`src/logic/spims_pkg.sv`:
```
// spims_pkg: constants, register map and shared types of the spi block
// Function
// [RULE_01] Bit rate at most bus clock over two as master, four as slave.
// [RULE_02] Pin input filters default on, limit rate; clear enable for speed.
// [RULE_03] Wait mode with stop-in-wait clear behaves exactly like run mode.
// [RULE_04] Stop-in-wait set: master pauses then resumes, slave shifts on.
// [RULE_05] Light stop: master suspends its transfer, slave stays in step.
// [RULE_06] Deep stop disables the block and returns all registers to reset.
// [RULE_07] Only the master starts transfers, sending on MOSI, sampling MISO.
// [RULE_08] A transfer swaps master and slave shift register contents.
// [RULE_09] External master holds select low so the slave takes part.
// [RULE_10] Transmit buffer word moves to the shifter when a transfer begins.
// [RULE_11] After 8 or 16 bits the word moves into the receive buffer.
// [RULE_12] Master drives its clock on the clock pin, sends MOSI, takes MISO.
// [RULE_13] Slave clocks from the clock pin, sends MISO, takes MOSI.
// [RULE_14] Match flag sets when the receive buffer equals the match value.
// [RULE_15] Software starts a master transfer after seeing transmit empty.
// [RULE_16] Software waits for receive full to read, transmit empty to write.
// [RULE_17] Optional mode fault detection as master flags a second master.
// [RULE_18] Shift order selects MSB first or LSB first.
// [RULE_19] Full duplex on two lines or single-wire bidirectional data.
// [RULE_20] Serial clock polarity and phase are selectable.
// [RULE_21] Clearing system enable forces idle and resets every status flag.
// [RULE_22] Clock polarity 0 idles low, polarity 1 idles high.
// [RULE_23] Master rate comes from a prescaler followed by a further divider.
package spims_pkg;

    // ********************************
    // timing
    // ********************************
    localparam int CLK_HZ = 100000000;
    localparam int FILT_LIMIT_HZ = 6000000;
    localparam int FILT_CYC = CLK_HZ / (FILT_LIMIT_HZ * 4);

    // ********************************
    // register word indices (byte address / 4)
    // ********************************
    localparam logic [3:0] IDX_CTRL1 = 4'h0;
    localparam logic [3:0] IDX_CTRL2 = 4'h1;
    localparam logic [3:0] IDX_BAUD = 4'h2;
    localparam logic [3:0] IDX_DATA_HI = 4'h3;
    localparam logic [3:0] IDX_DATA_LO = 4'h4;
    localparam logic [3:0] IDX_MATCH_HI = 4'h5;
    localparam logic [3:0] IDX_MATCH_LO = 4'h6;
    localparam logic [3:0] IDX_STATUS = 4'h7;
    localparam logic [3:0] IDX_OPTIONS = 4'h8;

    // ********************************
    // field positions
    // ********************************
    localparam int C1_SYS_EN = 6;
    localparam int C1_MASTER = 4;
    localparam int C1_CPOL = 3;
    localparam int C1_CPHA = 2;
    localparam int C1_SS_OE = 1;
    localparam int C1_LSB = 0;
    localparam int C2_WORD16 = 6;
    localparam int C2_MODE_FAULT_FLAG_EN = 4;
    localparam int C2_BIDIR_OE = 3;
    localparam int C2_STOP_WAIT = 1;
    localparam int C2_SINGLE = 0;
    localparam int ST_RX_FULL = 7;
    localparam int ST_MATCH = 6;
    localparam int ST_TX_EMPTY = 5;
    localparam int ST_MODE_FAULT_FLAG = 4;
    localparam int OPT_FILTER = 0;
    localparam int BR_PRE_LSB = 4;
    localparam int BR_DIV_LSB = 0;

    // ********************************
    // reset values and counts
    // ********************************
    localparam logic [7:0] CTRL1_RST = 8'h04;
    localparam logic [7:0] CTRL2_RST = 8'h00;
    localparam logic [7:0] BAUD_RST = 8'h00;
    localparam logic [7:0] OPTIONS_RST = 8'h01;
    localparam logic [5:0] EDGES_8 = 6'h10;
    localparam logic [5:0] EDGES_16 = 6'h20;

    typedef enum logic {SPIMS_IDLE, SPIMS_RUN} spims_state_t;

endpackage : spims_pkg

```
`src/logic/spims_pin_in.sv`:
```
// spims_pin_in: two-flop synchroniser plus optional glitch filter
`timescale 1ns/1ns
module spims_pin_in #(
    parameter int FILT_CYC = 4,
    parameter logic RST_LVL = 1'b0
) (
    // clock and reset
    input wire logic clk_sys_in,
    input wire logic nrst_in,
    // control
    input wire logic filt_en_in,
    // pin and filtered level
    input wire logic pin_in,
    output logic level_out
);
    logic s1_r;
    logic s2_r;
    logic lvl_r;
    logic [3:0] cnt_r;

    always_ff @(posedge clk_sys_in)
    begin
        if (!nrst_in)
        begin
            s1_r <= RST_LVL;
            s2_r <= RST_LVL;
        end
        else
        begin
            s1_r <= pin_in;
            s2_r <= s1_r;
        end
    end

    // a new level must hold for the filter span; costs latency
    always_ff @(posedge clk_sys_in)
    begin
        if (!nrst_in)
        begin
            lvl_r <= RST_LVL;
            cnt_r <= 4'h0;
        end
        else if (s2_r == lvl_r)
            cnt_r <= 4'h0;
        else if (!filt_en_in || cnt_r == 4'(FILT_CYC - 1)) // RULE_02
        begin
            lvl_r <= s2_r;
            cnt_r <= 4'h0;
        end
        else
            cnt_r <= cnt_r + 4'h1;
    end

    assign level_out = lvl_r;

endmodule : spims_pin_in

```
`src/logic/spims_baud.sv`:
```
// spims_baud: prescaler and divider making half-bit ticks for the master
`timescale 1ns/1ns
module spims_baud (
    // clock and reset
    input wire logic clk_sys_in,
    input wire logic nrst_in,
    // control
    input wire logic clr_in,
    input wire logic [2:0] pre_in,
    input wire logic [2:0] div_in,
    // half period strobe
    output logic tick_out
);
    logic [2:0] pre_cnt_r;
    logic [6:0] div_cnt_r;
    logic [7:0] span;
    logic [6:0] div_top;
    logic pre_hit;

    // prescale 1..8 then divide 2..256; half of the divide per tick
    assign span = 8'h01 << div_in;
    assign div_top = 7'(span - 8'h01);
    assign pre_hit = (pre_cnt_r == pre_in);
    assign tick_out = pre_hit && (div_cnt_r == div_top); // RULE_23

    always_ff @(posedge clk_sys_in)
    begin
        if (!nrst_in || clr_in)
        begin
            pre_cnt_r <= 3'h0;
            div_cnt_r <= 7'h00;
        end
        else if (pre_hit)
        begin
            pre_cnt_r <= 3'h0;
            div_cnt_r <= tick_out ? 7'h00 : div_cnt_r + 7'h01;
        end
        else
            pre_cnt_r <= pre_cnt_r + 3'h1;
    end

endmodule : spims_baud

```
`src/logic/spims_top.sv`:
```
// spims_top: spi master/slave core with avalon-mm register slave
//
// Implementation choices: the Avalon-MM slave port and the register addresses.
`timescale 1ns/1ns
module spims_top (
    // clock and reset
    input wire logic clk_sys_in,
    input wire logic nrst_in,
    // avalon-mm slave
    input wire logic [5:0] avs_address_in,
    input wire logic avs_read_in,
    input wire logic avs_write_in,
    input wire logic [3:0] avs_byteenable_in,
    input wire logic [31:0] avs_writedata_in,
    output logic [31:0] avs_readdata_out,
    output logic avs_waitrequest_out,
    // cpu power state
    input wire logic cpu_wait_in,
    input wire logic cpu_stop3_in,
    input wire logic cpu_stop_deep_in,
    // serial clock pin
    input wire logic sclk_in,
    output logic sclk_out,
    output logic sclk_oe_out,
    // mosi pin
    input wire logic mosi_in,
    output logic mosi_out,
    output logic mosi_oe_out,
    // miso pin
    input wire logic miso_in,
    output logic miso_out,
    output logic miso_oe_out,
    // slave select pin
    input wire logic ss_n_in,
    output logic ss_n_out,
    output logic ss_n_oe_out
);

    // ********************************
    // declarations
    // ********************************
    logic srst;
    logic ack_r;
    logic req;
    logic acc;
    logic wr;
    logic rd;
    logic [3:0] idx;
    logic [7:0] wd;
    logic [7:0] rmux;
    logic [31:0] rdata_r;
    logic [7:0] ctrl1_r;
    logic [7:0] ctrl2_r;
    logic [7:0] baud_r;
    logic [7:0] opt_r;
    logic [7:0] tx_hi_r;
    logic [15:0] tx_buf_r;
    logic [15:0] rx_buf_r;
    logic [15:0] match_r;
    logic tx_empty_r;
    logic rx_full_r;
    logic match_flag_r;
    logic mode_fault_flag_r;
    spims_pkg::spims_state_t st_r;
    logic [15:0] shift_r;
    logic [5:0] edge_cnt_r;
    logic pend_r;
    logic pbit_r;
    logic sclk_r;
    logic sclk_prev_r;
    logic sclk_f;
    logic mosi_f;
    logic miso_f;
    logic ss_f;
    logic tick;
    logic en;
    logic master;
    logic w16;
    logic sw;
    logic cpha;
    logic lsb;
    logic pause;
    logic run;
    logic start;
    logic edge_ev;
    logic lead;
    logic smp_ev;
    logic sft_ev;
    logic last_ev;
    logic mode_fault_flag_ev;
    logic din;
    logic dbit;
    logic [5:0] edges;
    logic [15:0] word;
    logic [15:0] word_m;

    function automatic logic [15:0] shin(input logic [15:0] sh,
        input logic b, input logic lsb_f, input logic w16_f);
        if (!lsb_f)
            shin = {sh[14:0], b};
        else if (w16_f)
            shin = {b, sh[15:1]};
        else
            shin = {8'h00, b, sh[7:1]};
    endfunction : shin

    // deep stop holds all but the bus port and pin filters in reset until wake
    assign srst = !nrst_in || cpu_stop_deep_in; // RULE_06

    // ********************************
    // avalon-mm slave: one wait state per access
    // ********************************
    assign req = avs_read_in || avs_write_in;
    assign acc = req && ack_r;
    assign avs_waitrequest_out = req && !ack_r;
    assign avs_readdata_out = rdata_r;
    assign idx = avs_address_in[5:2];
    assign wd = avs_writedata_in[7:0];
    assign wr = acc && avs_write_in && avs_byteenable_in[0];
    assign rd = acc && avs_read_in;

    always_ff @(posedge clk_sys_in)
    begin
        if (!nrst_in)
            ack_r <= 1'b0;
        else
            ack_r <= req && !ack_r;
    end

    always_comb
    begin
        rmux = 8'h00;
        case (idx)
            spims_pkg::IDX_CTRL1: rmux = ctrl1_r;
            spims_pkg::IDX_CTRL2: rmux = ctrl2_r;
            spims_pkg::IDX_BAUD: rmux = baud_r;
            spims_pkg::IDX_DATA_HI: rmux = w16 ? rx_buf_r[15:8] : 8'h00;
            spims_pkg::IDX_DATA_LO: rmux = rx_buf_r[7:0];
            spims_pkg::IDX_MATCH_HI: rmux = match_r[15:8];
            spims_pkg::IDX_MATCH_LO: rmux = match_r[7:0];
            spims_pkg::IDX_STATUS:
            begin
                rmux[spims_pkg::ST_RX_FULL] = rx_full_r;
                rmux[spims_pkg::ST_MATCH] = match_flag_r;
                rmux[spims_pkg::ST_TX_EMPTY] = tx_empty_r;
                rmux[spims_pkg::ST_MODE_FAULT_FLAG] = mode_fault_flag_r;
            end
            spims_pkg::IDX_OPTIONS: rmux = opt_r;
            default: rmux = 8'h00;
        endcase
    end

    always_ff @(posedge clk_sys_in)
    begin
        if (!nrst_in)
            rdata_r <= 32'h0000_0000;
        else if (req && !ack_r)
            rdata_r <= {24'h00_0000, rmux};
    end

    // ********************************
    // control registers
    // ********************************
    always_ff @(posedge clk_sys_in)
    begin
        if (srst)
            ctrl1_r <= spims_pkg::CTRL1_RST;
        else
        begin
            if (wr && idx == spims_pkg::IDX_CTRL1)
                ctrl1_r <= wd;
            // a second master drops this end back to slave
            if (mode_fault_flag_ev)
                ctrl1_r[spims_pkg::C1_MASTER] <= 1'b0; // RULE_17
        end
    end

    always_ff @(posedge clk_sys_in)
    begin
        if (srst)
        begin
            ctrl2_r <= spims_pkg::CTRL2_RST;
            baud_r <= spims_pkg::BAUD_RST;
            opt_r <= spims_pkg::OPTIONS_RST; // RULE_02
            match_r <= 16'h0000;
            tx_hi_r <= 8'h00;
            tx_buf_r <= 16'h0000;
        end
        else if (wr)
        begin
            case (idx)
                spims_pkg::IDX_CTRL2: ctrl2_r <= wd;
                spims_pkg::IDX_BAUD: baud_r <= wd;
                spims_pkg::IDX_OPTIONS: opt_r <= wd;
                spims_pkg::IDX_MATCH_HI: match_r[15:8] <= wd;
                spims_pkg::IDX_MATCH_LO: match_r[7:0] <= wd;
                spims_pkg::IDX_DATA_HI: tx_hi_r <= wd;
                spims_pkg::IDX_DATA_LO: tx_buf_r <= {tx_hi_r, wd};
                default: tx_hi_r <= tx_hi_r;
            endcase
        end
    end

    assign en = ctrl1_r[spims_pkg::C1_SYS_EN];
    assign master = ctrl1_r[spims_pkg::C1_MASTER];
    assign cpha = ctrl1_r[spims_pkg::C1_CPHA]; // RULE_20
    assign lsb = ctrl1_r[spims_pkg::C1_LSB];
    assign w16 = ctrl2_r[spims_pkg::C2_WORD16];
    assign sw = ctrl2_r[spims_pkg::C2_SINGLE];

    // ********************************
    // pin inputs and rate generator
    // ********************************
    spims_pin_in #(.FILT_CYC(spims_pkg::FILT_CYC), .RST_LVL(1'b0)) u_sclk (
        .clk_sys_in(clk_sys_in), .nrst_in(nrst_in),
        .filt_en_in(opt_r[spims_pkg::OPT_FILTER]),
        .pin_in(sclk_in), .level_out(sclk_f));
    spims_pin_in #(.FILT_CYC(spims_pkg::FILT_CYC), .RST_LVL(1'b0)) u_mosi (
        .clk_sys_in(clk_sys_in), .nrst_in(nrst_in),
        .filt_en_in(opt_r[spims_pkg::OPT_FILTER]),
        .pin_in(mosi_in), .level_out(mosi_f));
    spims_pin_in #(.FILT_CYC(spims_pkg::FILT_CYC), .RST_LVL(1'b0)) u_miso (
        .clk_sys_in(clk_sys_in), .nrst_in(nrst_in),
        .filt_en_in(opt_r[spims_pkg::OPT_FILTER]),
        .pin_in(miso_in), .level_out(miso_f));
    spims_pin_in #(.FILT_CYC(spims_pkg::FILT_CYC), .RST_LVL(1'b1)) u_ss (
        .clk_sys_in(clk_sys_in), .nrst_in(nrst_in),
        .filt_en_in(opt_r[spims_pkg::OPT_FILTER]),
        .pin_in(ss_n_in), .level_out(ss_f));

    // fastest setting toggles every cycle: bus clock over two
    spims_baud u_baud (
        .clk_sys_in(clk_sys_in), .nrst_in(!srst), .clr_in(!run),
        .pre_in(baud_r[spims_pkg::BR_PRE_LSB +: 3]),
        .div_in(baud_r[spims_pkg::BR_DIV_LSB +: 3]),
        .tick_out(tick)); // RULE_01

    // ********************************
    // transfer engine
    // ********************************
    // plain wait leaves the engine running; only a master pauses
    assign pause = master && (cpu_stop3_in || (cpu_wait_in && // RULE_05
        ctrl2_r[spims_pkg::C2_STOP_WAIT])); // RULE_03 RULE_04
    assign run = (st_r == spims_pkg::SPIMS_RUN);
    assign mode_fault_flag_ev = en && master && ctrl2_r[spims_pkg::C2_MODE_FAULT_FLAG_EN] &&
        !ctrl1_r[spims_pkg::C1_SS_OE] && !ss_f; // RULE_17
    // master needs a queued word; slave starts on select low
    assign start = en && !run && !mode_fault_flag_ev &&
        (master ? (!tx_empty_r && !pause) : !ss_f); // RULE_07 RULE_09
    // slave edges are synchronised, so the pin must run at most clk/4
    assign edge_ev = run && (master ? (tick && !pause)
        : (sclk_f != sclk_prev_r)); // RULE_01 RULE_04 RULE_05 RULE_13
    assign lead = !edge_cnt_r[0];
    assign smp_ev = edge_ev && (lead ^ cpha);
    assign sft_ev = edge_ev && !(lead ^ cpha) && pend_r;
    assign edges = w16 ? spims_pkg::EDGES_16 : spims_pkg::EDGES_8;
    assign last_ev = edge_ev && (edge_cnt_r == edges - 6'h01);
    assign din = master ? (sw ? mosi_f : miso_f)
        : (sw ? miso_f : mosi_f); // RULE_12 RULE_13 RULE_19
    assign dbit = lsb ? shift_r[0]
        : (w16 ? shift_r[15] : shift_r[7]); // RULE_18
    // cpha 1 samples on the last edge, so the final bit comes from the pin
    assign word = shin(shift_r, cpha ? din : pbit_r, lsb, w16); // RULE_08
    assign word_m = w16 ? word : {8'h00, word[7:0]};

    always_ff @(posedge clk_sys_in)
    begin
        if (srst)
            sclk_prev_r <= 1'b0;
        else
            sclk_prev_r <= sclk_f;
    end

    always_ff @(posedge clk_sys_in)
    begin
        if (srst)
        begin
            st_r <= spims_pkg::SPIMS_IDLE;
            shift_r <= 16'h0000;
            edge_cnt_r <= 6'h00;
            pend_r <= 1'b0;
            pbit_r <= 1'b0;
            sclk_r <= 1'b0;
        end
        else if (!en || mode_fault_flag_ev)
        begin
            st_r <= spims_pkg::SPIMS_IDLE; // RULE_21
            edge_cnt_r <= 6'h00;
            pend_r <= 1'b0;
            sclk_r <= ctrl1_r[spims_pkg::C1_CPOL]; // RULE_22
        end
        else
        begin
            case (st_r)
                spims_pkg::SPIMS_IDLE:
                begin
                    sclk_r <= ctrl1_r[spims_pkg::C1_CPOL]; // RULE_22
                    edge_cnt_r <= 6'h00;
                    pend_r <= 1'b0;
                    if (start)
                    begin
                        shift_r <= tx_buf_r; // RULE_10
                        st_r <= spims_pkg::SPIMS_RUN;
                    end
                end
                spims_pkg::SPIMS_RUN:
                begin
                    if (!master && ss_f)
                        st_r <= spims_pkg::SPIMS_IDLE;
                    else if (edge_ev)
                    begin
                        edge_cnt_r <= edge_cnt_r + 6'h01;
                        if (master)
                            sclk_r <= !sclk_r; // RULE_12
                        if (smp_ev)
                        begin
                            pbit_r <= din;
                            pend_r <= 1'b1;
                        end
                        if (sft_ev)
                        begin
                            shift_r <= shin(shift_r, pbit_r, lsb, w16);
                            pend_r <= 1'b0;
                        end
                        if (last_ev)
                            st_r <= spims_pkg::SPIMS_IDLE; // RULE_11
                    end
                end
                default: st_r <= spims_pkg::SPIMS_IDLE;
            endcase
        end
    end

    // ********************************
    // status flags: hardware set wins over clear
    // ********************************
    always_ff @(posedge clk_sys_in)
    begin
        if (srst || !en)
            tx_empty_r <= 1'b1; // RULE_21
        else if (start)
            tx_empty_r <= 1'b1; // RULE_10
        else if (wr && idx == spims_pkg::IDX_DATA_LO)
            tx_empty_r <= 1'b0;
    end

    always_ff @(posedge clk_sys_in)
    begin
        if (srst)
            rx_buf_r <= 16'h0000;
        else if (last_ev)
            rx_buf_r <= word_m; // RULE_11
    end

    always_ff @(posedge clk_sys_in)
    begin
        if (srst || !en)
        begin
            rx_full_r <= 1'b0; // RULE_21
            match_flag_r <= 1'b0;
        end
        else if (last_ev)
        begin
            rx_full_r <= 1'b1; // RULE_11
            match_flag_r <= (word_m == match_r); // RULE_14
        end
        else if (rd && idx == spims_pkg::IDX_DATA_LO)
        begin
            rx_full_r <= 1'b0;
            match_flag_r <= 1'b0;
        end
    end

    always_ff @(posedge clk_sys_in)
    begin
        if (srst || !en)
            mode_fault_flag_r <= 1'b0; // RULE_21
        else if (mode_fault_flag_ev)
            mode_fault_flag_r <= 1'b1; // RULE_17
        else if (wr && idx == spims_pkg::IDX_CTRL1)
            mode_fault_flag_r <= 1'b0;
    end

    // ********************************
    // pin drivers, registered
    // ********************************
    always_ff @(posedge clk_sys_in)
    begin
        if (srst)
        begin
            sclk_out <= 1'b0;
            sclk_oe_out <= 1'b0;
            mosi_out <= 1'b0;
            mosi_oe_out <= 1'b0;
            miso_out <= 1'b0;
            miso_oe_out <= 1'b0;
            ss_n_out <= 1'b1;
            ss_n_oe_out <= 1'b0;
        end
        else
        begin
            sclk_out <= sclk_r;
            sclk_oe_out <= en && master; // RULE_12
            mosi_out <= dbit;
            mosi_oe_out <= en && master &&
                (!sw || ctrl2_r[spims_pkg::C2_BIDIR_OE]); // RULE_12 RULE_19
            miso_out <= dbit;
            miso_oe_out <= en && !master && !ss_f &&
                (!sw || ctrl2_r[spims_pkg::C2_BIDIR_OE]); // RULE_13 RULE_19
            ss_n_out <= !(run && master); // RULE_07
            ss_n_oe_out <= en && master && ctrl2_r[spims_pkg::C2_MODE_FAULT_FLAG_EN] &&
                ctrl1_r[spims_pkg::C1_SS_OE];
        end
    end

endmodule : spims_top

```
`config.mk`:
```
export PLATFORM = sky130hd
export DESIGN_NAME = spims_top
export DESIGN_NICKNAME = d
export VERILOG_FILES = /design/src/logic/spims_pkg.sv /design/src/logic/spims_pin_in.sv /design/src/logic/spims_baud.sv /design/src/logic/spims_top.sv
export SDC_FILE = /design/constraint.sdc
export NUM_CORES = 1
export LEC_CHECK = 0
export ABC_CLOCK_PERIOD_IN_PS = 3000
export BUFFER_PORTS_ARGS = -buffer_cell sky130_fd_sc_hd__buf_2
export CAP_MARGIN = 15
export CORE_ASPECT_RATIO = 1.5
export CORE_MARGIN = 3
export CORE_UTILIZATION = 55
export CTS_BUF_LIST = sky130_fd_sc_hd__clkbuf_2 sky130_fd_sc_hd__clkbuf_4 sky130_fd_sc_hd__clkbuf_8
export DETAILED_ROUTE_END_ITERATION = 8
export PLACE_DENSITY = 0.76
export REMOVE_ABC_BUFFERS = 1
export SYNTH_ARGS = -nofsm -noshare
export SYNTH_HDL_FRONTEND = slang
export SYNTH_HIERARCHICAL = 1
export SYNTH_SLANG_ARGS = --single-unit
```
`constraint.sdc`:
```
create_clock -name clk_sys_in -period 3 [get_ports clk_sys_in]
set_input_delay 0.45 -clock clk_sys_in [delete_from_list [all_inputs] [get_ports clk_sys_in]]
set_output_delay 0.45 -clock clk_sys_in [all_outputs]
set_load 0.005 [all_outputs]
```
==> out/summary.md <==
Across all layers, the routed design uses 6931 vias. Counting instances, the worst hold path has a depth of 2. Cell internal power was estimated by the tool at 3140 µW.

The die is 157 µm tall. Most used standard cell by instance count after synthesis: dfxtp_1. TritonCTS built the clock tree.

Timing would allow up to 0.351 GHz. The core region is 14700 µm². The number of antenna violations at the first check in global routing is 0.

The net count of the finished layout is 1058. Hold repair after CTS inserted 0 buffers. The buffer depth of the longest clock path was 2; the post-placement worst setup slack was -0.114 ns.

Data on the critical path is required at its endpoint by 3.39 ns. The floorplan step defined a die boundary enclosing 16700 µm². Proportion of power drawn by the clock network: 40.0%. The start point of the worst hold path was ss_n_in. The H-tree generated during clock tree synthesis spans 4 levels.

The biggest area contributor in the post-synthesis netlist is dfxtp_1. Combinational cells account for 4.2% of the total power. The fraction of layout cells with a size suffix above 1 came out at 14.1%. In this run the clock root is driven by a clkbuf_8. In this run the critical register-to-register path is captured at shift_r[0]$_SDFFE_PN0P_.

For the total CTS buffers, the log shows 17. The maximum fanout along the worst path came out at 31. For the total placed instance area, the log shows 8610 µm². Counting flops with a built-in enable in the synthesized netlist gives 0.

Of the total power, the share spent switching nets is 24.2%. The path class of the lowest-slack min-delay path was in2reg. The effective utilization at floorplan came out at 56.8%. The die is 106 µm wide. The portion of total power attributed to sequential cells is 55.8%, and the fill cell total of the finished layout is 1326.

The maximum VDD drop came out at 227 µV. In the routed design, unresolved DRC markers number 0. The number of antenna diodes in the final layout is 0. Data arrives at the worst endpoint at 3.24 ns. During synthesis, Yosys emitted a total of 6 warnings. In this run the biggest area consumer among cell types represents 41.6% of the synthesized area. In the synthesized netlist, the cells that appear most often are 173 x dfxtp_1, 116 x nand2_1, 114 x nor2_1, 94 x a21oi_1, 55 x mux2i_1. Max-cap violations in this run came to 0. Summed over all layers, the routed wires come to 21.3 mm. The leakage power of the design is 0.00309 µW, and the vias per cell is 5.74. The tools report the net switching power figure as 1000 µW. Flip-flop cell with the highest count after synthesis: dfxtp_1.

The flop-to-flop setup slack was 0.15 ns. The worst reg-to-reg path cell count works out to 11. The signal on the critical path passes through or2_2, o21ai_1, a31oi_2, nor3_2, inv_1, o32a_4, o41ai_4, o21ai_2, buf_12, a311o_1, a21oi_1. The number of distinct library cells after synthesis came out at 80. After synthesis, the cell types taking the most area are dfxtp_1 42%, mux2i_1 6.6%, a21oi_1 5.7%.

For the worst-skew pair, the clock arrives at the later sink with an insertion delay of 0.46 ns. The critical path starts at baud_r[2]$_SDFFE_PN0P_. The headroom to the max-slew limit came out at 28.4%. The critical path contains buffers and inverters numbering 2 combined. After global routing the overflow that remains totals 0. In this run the power density over the cells is 457 nW/µm².

Setup slack closes at 0.147 ns. The number of setup violations in the final report is 0. The hold violation count in the final report was 0.

The flow ran to the end, and the final reports show no timing, DRC or antenna violations. 94 I/O pins were placed. Clock-pin slew was measured on the worst setup and hold paths at 0.09 ns.

Each instance of the synthesized netlist takes up on average 8.52 µm². Compared with the post-synthesis result, the final layout area differs by 8.81%. The number of optimization iterations in the first detailed-route pass was 7.

Flip-flop and latch count after synthesis: 173. The share of synthesized flip-flops with an asynchronous set or reset was 0%. For the overall routing resource usage, the log shows 25.2%. The tools report the via count of the first global-routing pass as 6444. The cell count after synthesis was 977; the share of synthesized area occupied by flip-flops and latches was 41.6%. The setup path with the least slack is of type reg2reg.

At the pin with the least slew margin, the transition time is 1.07 ns. The start of the worst register-to-register path is baud_r[2]$_SDFFE_PN0P_. The cell with the largest stage delay on the worst path is o32a_4.

Buffers added to address setup during post-CTS repair amount to 0. The worst hold path terminates at u_ss/s1_r$_SDFF_PN1_. In the finished design, the share of the clock period the worst path needs comes to 95.1%.

The final antenna-violating net count came out at 0. The largest clock skew in the final design came out at 0.0137 ns. Setup repair after global routing left no endpoint under its margin. The first global-routing pass estimated 33.3 mm of wire.

The total clock sinks came out at 173. For the violation count after the first detailed-routing iteration, the log shows 542. On the worst path, the slowest cell contributes a delay of 0.38 ns. The routed design could run at a clock period as short as 2.85 ns. STA classifies the critical path endpoint as a register. Nature of the critical path startpoint: a register. The tools report the area of the mapped netlist as 8330 µm². The number of I/O port buffers is 40, and the post-detailed-placement half-perimeter wirelength is 14.8 mm. Number of rows in the core area: 54. The wire length per cell after detailed routing came out at 17.6 µm.

The finished cells cover 9060 µm². Kind of cell with the highest combined delay on the critical path: compound AO/OA/AOI/OAI gates. Entering global routing, the biggest net connects 104 pins. The congestion estimate from routability-driven global placement came to 0.898. For the final number of max-transition violations, the log shows 0.
## flip-flops by register name, summed over array words and instances (netlist names), 7 cells and up
signal            flops
shift_r              16
tx_buf_r             16
opt_r                 8
avs_readdata_out      8
baud_r                8
ctrl1_r               8
rx_buf_r             16
ctrl2_r               8
match_r              16
u_baud/div_cnt_r      7
tx_hi_r               8
## cells by family after synthesis
group / Yosys count / share of synthesized area [%]
compound gates: 193 / 15.4
xor+xnor: 38 / 4.00
fa+ha+maj: 7 / 1.05
buf+inv: 104 / 6.51
flops: 173 / 41.6
mux: 64 / 8.43
other cells: 1 / 0.0450
simple gates: 397 / 23.0
## power by group through the flow
stage	Sequential [µW]	Combinational [µW]	Clock, µW
final	2310	172	1660
after global placement	2360	168	0
after CTS	2310	169	1670
after floorplan	2360	74.4	0
after detailed placement	2360	168	0
after global routing	2310	186	1760
## final cells by class
| class | instances | area, µm² | share of cell area (%) |
|---|---|---|---|
| timing repair buffer | 70 | 438 | 4.83 |
| sequential | 173 | 3460 | 38.2 |
| inverter | 13 | 48.8 | 0.539 |
| clock inverter | 12 | 134 | 1.48 |
| clock buffer | 20 | 263 | 2.90 |
| tap | 196 | 245 | 2.71 |
| multi-input combinational | 723 | 4470 | 49.3 |
## how the worst max path moves through the flow
stage / end / slack [ns] / depth (start not counted)
2_1_floorplan: u_baud/div_cnt_r[0]$_SDFFE_PP0N_ / -0.41 / 6
3_3_place_gp: shift_r[0]$_SDFFE_PN0P_ / -0.006 / 11
3_5_place_dp: shift_r[0]$_SDFFE_PN0P_ / -0.11 / 11
4_1_cts: shift_r[0]$_SDFFE_PN0P_ / 0.03 / 11
5_1_grt: shift_r[3]$_SDFFE_PN0P_ / 0.003 / 11
6_report: shift_r[0]$_SDFFE_PN0P_ / 0.15 / 11
## routing by layer
metal | track usage, % | vias to the layer above | part of all wire, %
met1 | 29.2 | 3237 | 40
met3 | 4.09 | 73 | 5.6
met4 | 12.7 | 0 | 4.5
met2 | 44.9 | 251 | 50
met5 | 0 | - | 0
li1 | - | 3370 | -
## cell usage in the layout (no fill, tap or decap), drive strengths merged, types with 6 or more instances in the layout
| cell type | count |
|---|---|
| a21oi | 97 |
| conb | 24 |
| buf | 70 |
| a211o | 16 |
| nand2b | 19 |
| and2 | 15 |
| or2 | 7 |
| o21ai | 18 |
| a211oi | 10 |
| xnor2 | 20 |
| dfxtp | 173 |
| nor2b | 13 |
| or3 | 9 |
| inv | 16 |
| a22oi | 8 |
| nand2 | 116 |
| xor2 | 18 |
| mux2i | 59 |
| and3 | 12 |
| nor2 | 115 |
| ha | 7 |
| nand3 | 44 |
| nor3 | 16 |
| clkbuf | 20 |
| nand4 | 6 |
## stage by stage
| step | total power (µW) | utilization [%] | hold WS (ns) | cells | TNS (ns) |
|---|---|---|---|---|---|
| 6_report | 4140 | 61.8 | 0.164 | 1207 | 0 |
| 3_5_place_dp | 2530 | 58.8 | 0.411 | 1175 | -1.02 |
| 4_1_cts | 4150 | 61.5 | 0.154 | 1207 | 0 |
| 3_3_place_gp | 2530 | 58.8 | 0.405 | 1175 | -0.00609 |
| 2_1_floorplan | 2440 | - | 0.386 | 909 | -5.35 |
| 5_1_grt | 4260 | 61.8 | 0.175 | 1207 | 0 |
## what timing repair did
item	CTS	global route
pin swaps	1	2
setup endpoints to repair	21	22
gates resized for setup	1	8
(Power assumes the default switching activity.)
